### src/pipe_desc_defs.vh
// descriptor constants for the adapter endpoint and pipe descriptor store
// assumes byte-wide descriptor access from a request decoder on one clock
`ifndef PIPE_DESC_DEFS_VH
`define PIPE_DESC_DEFS_VH

// descriptor selector codes
`define SEL_NOTIFY_EP 2'h0
`define SEL_WRITE_EP 2'h1
`define SEL_READ_EP 2'h2
`define SEL_PIPE 2'h3

// endpoint descriptor layout and fixed values
`define EP_LEN 8'h07
`define EP_TYPE 8'h05
`define EP_ATTR_INTR 8'h03
`define EP_ATTR_BULK 8'h02
`define EP_MPS_NOTIFY 16'h0040
`define EP_IVL_NOTIFY 8'h01
`define EP_IVL_BULK 8'h00
`define EP_OFS_LEN 5'h00
`define EP_OFS_TYPE 5'h01
`define EP_OFS_ADDR 5'h02
`define EP_OFS_ATTR 5'h03
`define EP_OFS_MPS_LO 5'h04
`define EP_OFS_MPS_HI 5'h05
`define EP_OFS_IVL 5'h06

// pipe descriptor layout and fixed values
`define PIPE_LEN 8'h1c
`define PIPE_TYPE 8'h22
`define PD_OFS_LEN 5'h00
`define PD_OFS_TYPE 5'h01
`define PD_OFS_IDX_LO 5'h02
`define PD_OFS_IDX_HI 5'h03
`define PD_OFS_REQ_LO 5'h04
`define PD_OFS_REQ_HI 5'h05
`define PD_OFS_BLK_LO 5'h06
`define PD_OFS_BLK_HI 5'h07
`define PD_OFS_MPS_LO 5'h08
`define PD_OFS_MPS_HI 5'h09
`define PD_OFS_BURST 5'h0a
`define PD_OFS_DEVINFO 5'h0b
`define PD_OFS_RATE 5'h0c
`define PD_OFS_RSVD 5'h0d
`define PD_OFS_EPADDR 5'h0e

// field limits and reset values
`define BURST_MIN 8'h01
`define BURST_MAX 8'h10
`define BURST_RST 8'h01
`define EP_NUM_MSB 3
`define EP_DIR_BIT 7
`define NUM_PIPES 4
`define PIPE_SEL_W 2

// notification kinds
`define NTF_DEVICE 0
`define NTF_STATUS 1
`define NTF_XFER 2

`endif

### src/pipe_desc_store.v
// endpoint descriptors and per-pipe remote_pipe descriptor store
// assumes a request decoder on i_core_clk issues one byte per request
// every output leaves a flip-flop, so answers come one cycle late
//
// Behaviour
// notification endpoint carries device, status, completion events
// notification descriptor: 7 bytes, type 5, interrupt
// notification max packet size 40h
// notification polling interval one frame unit
// bulk write/read descriptors, interval zero
// pipe descriptors served only per pipe request
// pipe descriptor length 1ch, read-only
// pipe descriptor type 22h, read-only
// pipe index is zero-based position, read-only
// request capacity reported, read-only
// block count writable only while zero
// pipe packet size limits target traffic
// burst limit kept within 1 to 16
// device info select chooses info buffer
// phy rate byte selects transmit rate
// host writes zero to reserved byte
// endpoint number, zero bits, direction handling
// bytes ascending, two-byte fields low first
`include "pipe_desc_defs.vh"

module pipe_desc_store #(
  parameter [7:0] NOTIFY_EP_ADDR = 8'h81,
  parameter [7:0] WRITE_EP_ADDR = 8'h02,
  parameter [7:0] READ_EP_ADDR = 8'h83,
  parameter [15:0] BULK_MPS = 16'h0200,
  parameter [15:0] PIPE_REQ_CAP = 16'h0004
) (
  input wire i_core_clk,
  input wire i_rst_b,
  input wire i_desc_rd,
  input wire i_desc_wr,
  input wire [1:0] i_desc_sel,
  input wire [`PIPE_SEL_W-1:0] i_pipe_sel,
  input wire [4:0] i_byte_offset,
  input wire [7:0] i_wr_data,
  input wire [`PIPE_SEL_W-1:0] i_active_pipe,
  input wire i_active_is_control,
  input wire i_dev_notify,
  input wire i_status_change,
  input wire i_xfer_done,
  input wire i_notify_ack,
  output reg [7:0] o_rd_data,
  output reg o_rd_valid,
  output reg o_wr_done,
  output reg o_wr_reject,
  output reg [2:0] o_notify_pending,
  output reg [15:0] o_pkt_limit,
  output reg [7:0] o_burst_limit,
  output reg [7:0] o_devinfo_sel,
  output reg [7:0] o_phy_rate,
  output reg [3:0] o_ep_num,
  output reg o_ep_dir_in
);

  // per-pipe writable fields
  reg [15:0] blocks_ff [0:`NUM_PIPES-1];
  reg [15:0] mps_ff [0:`NUM_PIPES-1];
  reg [7:0] burst_ff [0:`NUM_PIPES-1];
  reg [7:0] devinfo_ff [0:`NUM_PIPES-1];
  reg [7:0] rate_ff [0:`NUM_PIPES-1];
  reg [3:0] epnum_ff [0:`NUM_PIPES-1];
  reg epdir_ff [0:`NUM_PIPES-1];
  // low byte of a two-byte field waits here for its high byte
  reg [7:0] lo_stage_ff;
  reg [7:0] nxt_rd_data;
  reg [15:0] ep_mps;
  reg [7:0] ep_addr;
  reg [7:0] ep_attr;
  reg [7:0] ep_ivl;
  reg wr_ok;
  reg [15:0] wr_word;
  reg [15:0] pipe_idx;
  reg [2:0] ntf_events;
  integer k;
  integer j;
  // per-field write strobes, decoded once for all pipes
  reg wr_stage;
  reg wr_blocks;
  reg wr_mps;
  reg wr_burst;
  reg wr_devinfo;
  reg wr_rate;
  reg wr_epaddr;

  // pick the fixed endpoint descriptor being read
  always @* begin
    case (i_desc_sel)
      // interrupt notification endpoint
      `SEL_NOTIFY_EP: begin
        ep_addr = NOTIFY_EP_ADDR;
        ep_attr = `EP_ATTR_INTR;
        // notification packet size
        ep_mps = `EP_MPS_NOTIFY;
        // one frame or microframe
        ep_ivl = `EP_IVL_NOTIFY;
      end
      // bulk write endpoint
      `SEL_WRITE_EP: begin
        ep_addr = WRITE_EP_ADDR;
        ep_attr = `EP_ATTR_BULK;
        ep_mps = BULK_MPS;
        ep_ivl = `EP_IVL_BULK;
      end
      // bulk read endpoint
      default: begin
        ep_addr = READ_EP_ADDR;
        ep_attr = `EP_ATTR_BULK;
        ep_mps = BULK_MPS;
        ep_ivl = `EP_IVL_BULK;
      end
    endcase
  end

  // read byte mux; bytes past a descriptor's end read zero
  always @* begin
    pipe_idx = {{(16-`PIPE_SEL_W){1'b0}}, i_pipe_sel};
    nxt_rd_data = 8'h00;
    if (i_desc_sel != `SEL_PIPE) begin
      case (i_byte_offset)
        `EP_OFS_LEN: nxt_rd_data = `EP_LEN;
        `EP_OFS_TYPE: nxt_rd_data = `EP_TYPE;
        `EP_OFS_ADDR: nxt_rd_data = ep_addr;
        `EP_OFS_ATTR: nxt_rd_data = ep_attr;
        // low byte first
        `EP_OFS_MPS_LO: nxt_rd_data = ep_mps[7:0];
        `EP_OFS_MPS_HI: nxt_rd_data = ep_mps[15:8];
        `EP_OFS_IVL: nxt_rd_data = ep_ivl;
        default: nxt_rd_data = 8'h00;
      endcase
    end else begin
      // one pipe per request
      case (i_byte_offset)
        // fixed length
        `PD_OFS_LEN: nxt_rd_data = `PIPE_LEN;
        // fixed type
        `PD_OFS_TYPE: nxt_rd_data = `PIPE_TYPE;
        // zero-based pipe index
        `PD_OFS_IDX_LO: nxt_rd_data = pipe_idx[7:0];
        `PD_OFS_IDX_HI: nxt_rd_data = pipe_idx[15:8];
        // request capacity
        `PD_OFS_REQ_LO: nxt_rd_data = PIPE_REQ_CAP[7:0];
        `PD_OFS_REQ_HI: nxt_rd_data = PIPE_REQ_CAP[15:8];
        // two-byte fields low byte first
        `PD_OFS_BLK_LO: nxt_rd_data = blocks_ff[i_pipe_sel][7:0];
        `PD_OFS_BLK_HI: nxt_rd_data = blocks_ff[i_pipe_sel][15:8];
        `PD_OFS_MPS_LO: nxt_rd_data = mps_ff[i_pipe_sel][7:0];
        `PD_OFS_MPS_HI: nxt_rd_data = mps_ff[i_pipe_sel][15:8];
        `PD_OFS_BURST: nxt_rd_data = burst_ff[i_pipe_sel];
        `PD_OFS_DEVINFO: nxt_rd_data = devinfo_ff[i_pipe_sel];
        `PD_OFS_RATE: nxt_rd_data = rate_ff[i_pipe_sel];
        `PD_OFS_RSVD: nxt_rd_data = 8'h00;
        // bits 6:4 always read zero
        `PD_OFS_EPADDR: nxt_rd_data = {epdir_ff[i_pipe_sel], 3'h0,
                                       epnum_ff[i_pipe_sel]};
        default: nxt_rd_data = 8'h00;
      endcase
    end
  end

  // write acceptance; read-only bytes and bad values are refused
  always @* begin
    wr_word = {i_wr_data, lo_stage_ff};
    wr_ok = 1'b0;
    if (i_desc_sel == `SEL_PIPE) begin
      case (i_byte_offset)
        // low bytes only stage, checked with the high byte
        `PD_OFS_BLK_LO: wr_ok = 1'b1;
        // locked once nonzero
        `PD_OFS_BLK_HI: wr_ok = (blocks_ff[i_pipe_sel] == 16'h0000);
        `PD_OFS_MPS_LO: wr_ok = 1'b1;
        `PD_OFS_MPS_HI: wr_ok = 1'b1;
        // burst range check
        `PD_OFS_BURST: wr_ok = (i_wr_data >= `BURST_MIN) &&
                               (i_wr_data <= `BURST_MAX);
        `PD_OFS_DEVINFO: wr_ok = 1'b1;
        `PD_OFS_RATE: wr_ok = 1'b1;
        // reserved byte takes only zero
        `PD_OFS_RSVD: wr_ok = (i_wr_data == 8'h00);
        `PD_OFS_EPADDR: wr_ok = 1'b1;
        // length, type, index, capacity refuse writes
        default: wr_ok = 1'b0;
      endcase
    end
  end

  // read answer one cycle after the request
  always @(posedge i_core_clk) begin
    if (!i_rst_b) begin
      o_rd_data <= 8'h00;
      o_rd_valid <= 1'b0;
    end else begin
      o_rd_valid <= i_desc_rd;
      if (i_desc_rd) begin
        o_rd_data <= nxt_rd_data;
      end
    end
  end

  // one strobe per stored field; a refused write raises none
  always @* begin
    wr_stage = 1'b0;
    wr_blocks = 1'b0;
    wr_mps = 1'b0;
    wr_burst = 1'b0;
    wr_devinfo = 1'b0;
    wr_rate = 1'b0;
    wr_epaddr = 1'b0;
    if (i_desc_wr && wr_ok) begin
      case (i_byte_offset)
        // low bytes wait in the stage for their high byte
        `PD_OFS_BLK_LO: wr_stage = 1'b1;
        `PD_OFS_MPS_LO: wr_stage = 1'b1;
        // high byte carries the lock result
        `PD_OFS_BLK_HI: wr_blocks = 1'b1;
        `PD_OFS_MPS_HI: wr_mps = 1'b1;
        `PD_OFS_BURST: wr_burst = 1'b1;
        `PD_OFS_DEVINFO: wr_devinfo = 1'b1;
        `PD_OFS_RATE: wr_rate = 1'b1;
        `PD_OFS_EPADDR: wr_epaddr = 1'b1;
        default: wr_stage = 1'b0;
      endcase
    end
  end

  // write answer, a one-cycle pulse per request
  always @(posedge i_core_clk) begin
    if (!i_rst_b) begin
      o_wr_done <= 1'b0;
      o_wr_reject <= 1'b0;
    end else begin
      o_wr_done <= i_desc_wr && wr_ok;
      o_wr_reject <= i_desc_wr && !wr_ok;
    end
  end

  // shared low-byte stage; a lone high byte reuses a stale low byte
  always @(posedge i_core_clk) begin
    if (!i_rst_b) begin
      lo_stage_ff <= 8'h00;
    end else if (wr_stage) begin
      lo_stage_ff <= i_wr_data;
    end
  end

  // two-byte fields commit whole; a bus reset frees all blocks
  always @(posedge i_core_clk) begin
    if (!i_rst_b) begin
      for (k = 0; k < `NUM_PIPES; k = k + 1) begin
        blocks_ff[k] <= 16'h0000;
        mps_ff[k] <= 16'h0000;
      end
    end else begin
      // whole count lands at once
      if (wr_blocks) begin
        blocks_ff[i_pipe_sel] <= wr_word;
      end
      // new packet size limit
      if (wr_mps) begin
        mps_ff[i_pipe_sel] <= wr_word;
      end
    end
  end

  // one-byte fields of the addressed pipe
  always @(posedge i_core_clk) begin
    if (!i_rst_b) begin
      for (j = 0; j < `NUM_PIPES; j = j + 1) begin
        burst_ff[j] <= `BURST_RST;
        devinfo_ff[j] <= 8'h00;
        rate_ff[j] <= 8'h00;
        epnum_ff[j] <= 4'h0;
        epdir_ff[j] <= 1'b0;
      end
    end else begin
      // only checked values arrive here
      if (wr_burst) begin
        burst_ff[i_pipe_sel] <= i_wr_data;
      end
      // device info buffer choice
      if (wr_devinfo) begin
        devinfo_ff[i_pipe_sel] <= i_wr_data;
      end
      // transmit rate code
      if (wr_rate) begin
        rate_ff[i_pipe_sel] <= i_wr_data;
      end
      // drop reserved bits 6:4
      if (wr_epaddr) begin
        epnum_ff[i_pipe_sel] <= i_wr_data[`EP_NUM_MSB:0];
        epdir_ff[i_pipe_sel] <= i_wr_data[`EP_DIR_BIT];
      end
    end
  end

  // active pipe parameters steer the downstream transfer engine
  always @(posedge i_core_clk) begin
    if (!i_rst_b) begin
      o_pkt_limit <= 16'h0000;
      o_burst_limit <= `BURST_RST;
      o_devinfo_sel <= 8'h00;
      o_phy_rate <= 8'h00;
      o_ep_num <= 4'h0;
      o_ep_dir_in <= 1'b0;
    end else begin
      // packet size limit
      o_pkt_limit <= mps_ff[i_active_pipe];
      // burst limit follows the stored value
      o_burst_limit <= burst_ff[i_active_pipe];
      // device info buffer choice
      o_devinfo_sel <= devinfo_ff[i_active_pipe];
      // transmit rate
      o_phy_rate <= rate_ff[i_active_pipe];
      o_ep_num <= epnum_ff[i_active_pipe];
      // direction ignored on control
      o_ep_dir_in <= epdir_ff[i_active_pipe] && !i_active_is_control;
    end
  end

  // pending notification kinds; a new event beats the ack
  always @* begin
    ntf_events = 3'h0;
    ntf_events[`NTF_DEVICE] = i_dev_notify;
    ntf_events[`NTF_STATUS] = i_status_change;
    ntf_events[`NTF_XFER] = i_xfer_done;
  end

  // set wins: an event in the ack cycle stays pending
  always @(posedge i_core_clk) begin
    if (!i_rst_b) begin
      o_notify_pending <= 3'h0;
    end else begin
      // every event is reported
      o_notify_pending <= ntf_events |
                          (o_notify_pending & {3{!i_notify_ack}});
    end
  end

endmodule

### config.mk
export PLATFORM = sky130hd
export DESIGN_NAME = pipe_desc_store
export DESIGN_NICKNAME = d
export VERILOG_FILES = /design/src/pipe_desc_store.v
export VERILOG_INCLUDE_DIRS = /design/src
export SDC_FILE = /design/constraint.sdc
export NUM_CORES = 1
export LEC_CHECK = 0
export BUFFER_PORTS_ARGS = -buffer_cell sky130_fd_sc_hd__clkbuf_2
export CAP_MARGIN = 40
export CORE_ASPECT_RATIO = 1.4
export CORE_MARGIN = 2
export CORE_UTILIZATION = 35
export CTS_BUF_LIST = sky130_fd_sc_hd__clkbuf_4 sky130_fd_sc_hd__clkbuf_8
export DETAILED_ROUTE_END_ITERATION = 8
export PLACE_DENSITY_LB_ADDON = 0.1
export SETUP_SLACK_MARGIN = 0.1
export SYNTH_ARGS = -nofsm -noshare
export SYNTH_HDL_FRONTEND = slang
export SYNTH_SLANG_ARGS = --single-unit
export TNS_END_PERCENT = 30
### constraint.sdc
create_clock -name i_core_clk -period 5 [get_ports i_core_clk]
set_clock_uncertainty 0.05 [all_clocks]
set_input_delay 1 -clock i_core_clk [delete_from_list [all_inputs] [get_ports i_core_clk]]
set_output_delay 1 -clock i_core_clk [all_outputs]
set_load 0.02 [all_outputs]
* Yosys cells after proc, flatten, opt, wreduce, memory -nomap -nowiden
Memory sizes are Yosys's and may differ from the RTL's. A register that Yosys moved wholly into a read port is not among the register bits. Index checks and enable logic that the tools add are counted. W data, S select, Z words.
Storage, ports and cells: logic and storage cells 123, output and inout bits 59, bits in registers 23, bits of input ports 28, memories 7, bits in writable memories 244
Memories:
- blocks_ff | depth 4, bits a word 16, rd ports 1, clocked after memory_dff 0, write ports 4, RTL line pipe_desc_store.v:61 | reg [15:0] blocks_ff [0:`NUM_PIPES-1];
- mps_ff | depth 4, bits a word 16, rd ports 2, clocked after memory_dff 1, write ports 4, RTL line pipe_desc_store.v:62 | reg [15:0] mps_ff [0:`NUM_PIPES-1];
- burst_ff | depth 4, bits a word 8, rd ports 2, clocked after memory_dff 1, write ports 4, RTL line pipe_desc_store.v:63 | reg [7:0] burst_ff [0:`NUM_PIPES-1];
- devinfo_ff | depth 4, bits a word 8, rd ports 2, clocked after memory_dff 1, write ports 4, RTL line pipe_desc_store.v:64 | reg [7:0] devinfo_ff [0:`NUM_PIPES-1];
- rate_ff | depth 4, bits a word 8, rd ports 2, clocked after memory_dff 1, write ports 4, RTL line pipe_desc_store.v:65 | reg [7:0] rate_ff [0:`NUM_PIPES-1];
- epnum_ff | depth 4, bits a word 4, rd ports 2, clocked after memory_dff 1, write ports 4, RTL line pipe_desc_store.v:66 | reg [3:0] epnum_ff [0:`NUM_PIPES-1];
- 1 more memories
Cells by class: magnitude comparators 2, eq/ne operators 17, bitwise logic cells 2, mux-type cells 63, reduce and logical (&&, ||, !) cells 25
Operators with widths (number):
- $pmux W8 S12 | 1
- $pmux W8 S7 | 1
- $mux W1 | 44
- $eq A5 B4 Y1 const B | 7
- $mux W16 | 2
- $mux W8 | 4
- $reduce_or A16 Y1 | 2
- $reduce_or A8 Y1 | 3
- $eq A5 B3 Y1 const B | 4
- $logic_not A16 Y1 | 1
- $pmux W8 S2 | 1
- $mux W2 | 7
- $eq A5 B2 Y1 const B | 2
- $mux W10 | 1
- $ge A8 B1 Y1 const B | 1
- $le A8 B5 Y1 const B | 1
- $logic_not A1 Y1 | 8
- $logic_not A8 Y1 | 1
- $reduce_or A6 Y1 | 1
- $eq A5 B1 Y1 const B | 1
- $logic_not A5 Y1 | 1
- $logic_and A1 B1 Y1 | 4
- $mux W4 | 1
- $pmux W1 S4 | 1
- 9 further kinds | 9

* Depth between registers and ports, before layout
depth after elaboration 11, mapped depth 10, mapped depth without buffers 6

* Worst setup path before layout
OpenSTA, ideal clock, no wires.
path kind input-to-reg, from input i_pipe_sel[1], to memory mps_ff[2][0], enable pin, cell stages on the path 8, data arrival time 3.969 ns, library setup time 0.411 ns, data required time 4.539 ns, slack 0.570 ns, buffers on the path 2, path through clkbuf_1 -> clkbuf_1 -> mux4_2 -> nor4_1 -> nand4b_1 -> nor3_2 -> o21ai_1 -> o21ai_0
RTL lines:
- start, declared | RTL line pipe_desc_store.v:38 | input wire [`PIPE_SEL_W-1:0] i_pipe_sel,
- end, declared | RTL line pipe_desc_store.v:62

==> impl_results.md <==
* Status: complete, no violations
* Count of flip-flops with a built-in enable after synthesis at 241
* Power per Cell Area at approximately 350 nW/um2
* Clk sinks at 311
* HP Start: o_rd_data[4]$_SDFFE_PN0P_
* Compound-Gate Fraction of Synth Area at 5.67%
* Power, Total at 5.77 mW
* Fin crit period at 3870 ps
* Post-Route WL at 47,000 um
* Simple-gate share of the synthesized area at 13.9%
* Initial antenna violation count at 4
* Cell area after layout at 16,600 um2
* Synth async-reset ratio at 0%
* Crit path DAT at approximately 4100 ps
* Worst setup SP type: input port
* Ratio of cells with drive above 1 in the final layout at 28.8%
* Vias after detailed routing at 9,444
* Cell Area, Synth at 14,200 um2
* FILL cells at between 3,000 and 4,000
* Die area at 42,400 um2
* FF-to-FF path depth at 7
* Detailed placer's ending HPWL at about 33,000 um
* Period utilisation layout at 77.4%
* Tot GR Track Use at 22.4%
* Drt pass-1 iters at 5
* Rows at 87
* Hold endpoint: o_rd_data[4]$_SDFFE_PN0P_
* Vias in the first global route at 9,755
* Worst skew pair latency at 610 ps
* Largest net degree at the start of global routing at 81
* Number of remaining DRC errors at 0
* Die W at 175 um
* H-tree depth at 2
* Largest family of logic cells by synthesized area: multiplexers
* Post-synthesis mux area share at 16.7%
* Grt ovf at 0
* Syn avg cell area at 13.7 um2
* P_leak at 6.13 nW
* Hold buffer count at cts at 0
* Post-route setup TNS at 0 ps
* Starting density of the core at between 30% and 40%
* Synthesized flop and latch total at between 300 and 400
* CTS Buffer Depth at 3
* Clock transition at path regs at 70 ps
* Worst-Margin Slew at around 850 ps
* Worst R2R Setup Slack at between 1500 and 2000 ps
* Top_reg_cell synth: edfxtp_1
* Area after DPL at 15,500 um2
* Post-synthesis xor/xnor area fraction at 0.0615%
* Worst Hold Depth at 2
* Syn Inst Count at 1,040
* Fmax at around 0.26 GHz
* Num CTS Buffers at 51
* Port-buffer cells at 86
* Max transition margin at between 40% and 50%
* Io pins at 87
* Sequential area share after synthesis at 60.6%
* Yosys cell types at 61
* Area grow syn2layout at 16.4%
* Starting DRT DRC Count at 885
* TritonCTS clock tree: built
* Post-route ant nets at 0
* Core area at 40,300 um2
* Critical path endpoint category: flip-flop
* Maxcap violations at 0
* R2r endpoint: mps_ff[1][15]$_SDFFCE_PN0P_
* Final max-slew violation count at 0
* Fin nets at 1,194
* VDD IR-drop max at 146 uV
* Ys Warns at 0
* First-pass GRT wire length at 68,400 um
* Root buffer cell: clkbuf_8
* Utilization after layout at 41.2%
* Adder-cell share of the synthesized area at 0%
* DIE HEIGHT at approximately 240 um
* Final Setup Violations at 0
* RSZ-0062 raised after global routing: false
* Drt via density at 5.42
* Worst hold path class: reg -> reg
* Worst r2r src: blocks_ff[3][14]$_DFFE_PP_
* Crit path required time at between 5000 and 6000 ps
* Endpoints failing hold at 0
* Crit-path max FO at 37
* Crit path kind: in -> reg
* GPL Wtd Cong at ~0.92
* Post-cts sizing count at 0
* Postcts setup bufs at 0
* Post-DR wirelength/cell at 27.0 um
==> area by class of cell <==
type                            count  area, um2  area share, %
Antenna cell                        2       5.00         0.0302
Clock buffer                       75        945           5.70
Clock inverter                     18        126          0.762
Inverter                           14       52.6          0.317
Multi-Input combinational cell    643       5250           31.6
Sequential cell                   311       8640           52.1
Tap cell                          534        668           4.03
Timing Repair Buffer              145        902           5.44
==> per-stage QoR <==
step           setup slack, ps  std cells  hold slack, ps
4_1_cts                   1150       1740             442
3_5_place_dp               517       1647             429
6_report                  1130       1742             436
5_1_grt                    878       1742             465
3_3_place_gp               308       1642             416
2_1_floorplan              570       1051             429
==> per-layer routing <==
layer | vias up | wire, um | share of wire (%) | GRT usage (%)
li1 | 4183 | - | - | -
met1 | 4879 | 18200 | 39 | 27.1
met5 | - | 13 | 0.028 | 0
met4 | 2 | 1640 | 3.5 | 8.36
met2 | 292 | 25000 | 53 | 40.2
met3 | 88 | 2180 | 4.6 | 3.15
==> flip-flops by register name (all words and copies together), names as in the netlist, 16 cells and up <==
register     flops
blocks_ff       64
burst_ff        32
devinfo_ff      32
epnum_ff        16
mps_ff          64
o_pkt_limit     16
rate_ff         32
==> power breakdown <==
group | switching, mW | total, mW | internal, mW
Combinational | 0.329 | 0.516 | 0.187
Sequential | 0.0380 | 2.90 | 2.86
Clock | 1.04 | 2.35 | 1.31
==> worst max path at each step <==
stage / startpoint / depth (start not counted) / end
after global routing: i_pipe_sel[0] / 8 / mps_ff[1][7]$_SDFFCE_PN0P_
after CTS: i_pipe_sel[0] / 8 / mps_ff[1][15]$_SDFFCE_PN0P_
after detailed placement: i_pipe_sel[0] / 8 / mps_ff[1][8]$_SDFFCE_PN0P_
after global placement: i_byte_offset[4] / 9 / burst_ff[1][7]$_SDFFCE_PN0P_
final: i_pipe_sel[0] / 8 / mps_ff[1][15]$_SDFFCE_PN0P_
after floorplan: i_pipe_sel[1] / 8 / mps_ff[2][0]$_SDFFCE_PN0P_
==> synth_stat cells (2+ instances only) <==
cell type  count  area, um2
o211ai_1       3       22.5
a2111oi_0      2       17.5
nor4_1         4       25.0
nand4b_1       2       17.5
a211oi_1       2       15.0
mux4_2       105       2360
nand3_1        4       20.0
o21a_1         3       22.5
edfxtp_1     241       7240
a21oi_1       22        110
or4_1          2       15.0
o31ai_1        6       45.0
buf_2         11       55.1
nand2_1       44        165
inv_1         13       48.8
nor2b_1        8       50.1
and3_1        50        313
nor2_1       190        713
o21ai_0       27        135
a41oi_1        2       17.5
a31oi_1        5       31.3
nor4bb_1       3       30.0
a22oi_1       22        165
clkbuf_1      61        229
or3_1          6       37.5
and2_1        66        413
a41o_1         2       20.0
o21ai_1        6       30.0
a21oi_4        2       32.5
nand2b_1      10       62.6
buf_1          3       11.3
a22o_1         2       17.5
nor3_1         4       20.0
a221oi_1       2       17.5
dfxtp_1       70       1400
nand3b_1       2       15.0
buf_6          8       90.1
nor4b_1        2       17.5
==> worst max-delay path, stage by stage <==
cell	delay (ps)
buf_4	570
mux4_2	620
nor4_1	400
nand2_1	180
nor3_2	260
o21ai_2	270
o21ai_2	520
buf_4	260
==> cells in the final DEF (no fill, tap or decap), types with 10 or more instances in the layout <==
| master | instances |
|---|---|
| clkinv_1 | 12 |
| nand2b_1 | 10 |
| and2_1 | 66 |
| clkbuf_8 | 61 |
| buf_4 | 59 |
| nand2_1 | 44 |
| inv_1 | 13 |
| clkbuf_2 | 83 |
| nor2_1 | 190 |
| mux4_2 | 105 |
| conb_1 | 12 |
| o21ai_0 | 20 |
| edfxtp_1 | 241 |
| and3_1 | 50 |
| dfxtp_1 | 70 |
| clkbuf_4 | 14 |
| a22oi_1 | 22 |
| a21oi_1 | 22 |
==> cell families after synthesis <==
kind of cell	count (synthesis)
and+or+nand+nor	404
DFF	311
other	1
xor gates and xnor gates	1
muxes	106
AOI/OAI and AO/OA	120
buffers and inverters	97
(Power assumes the default switching activity.)
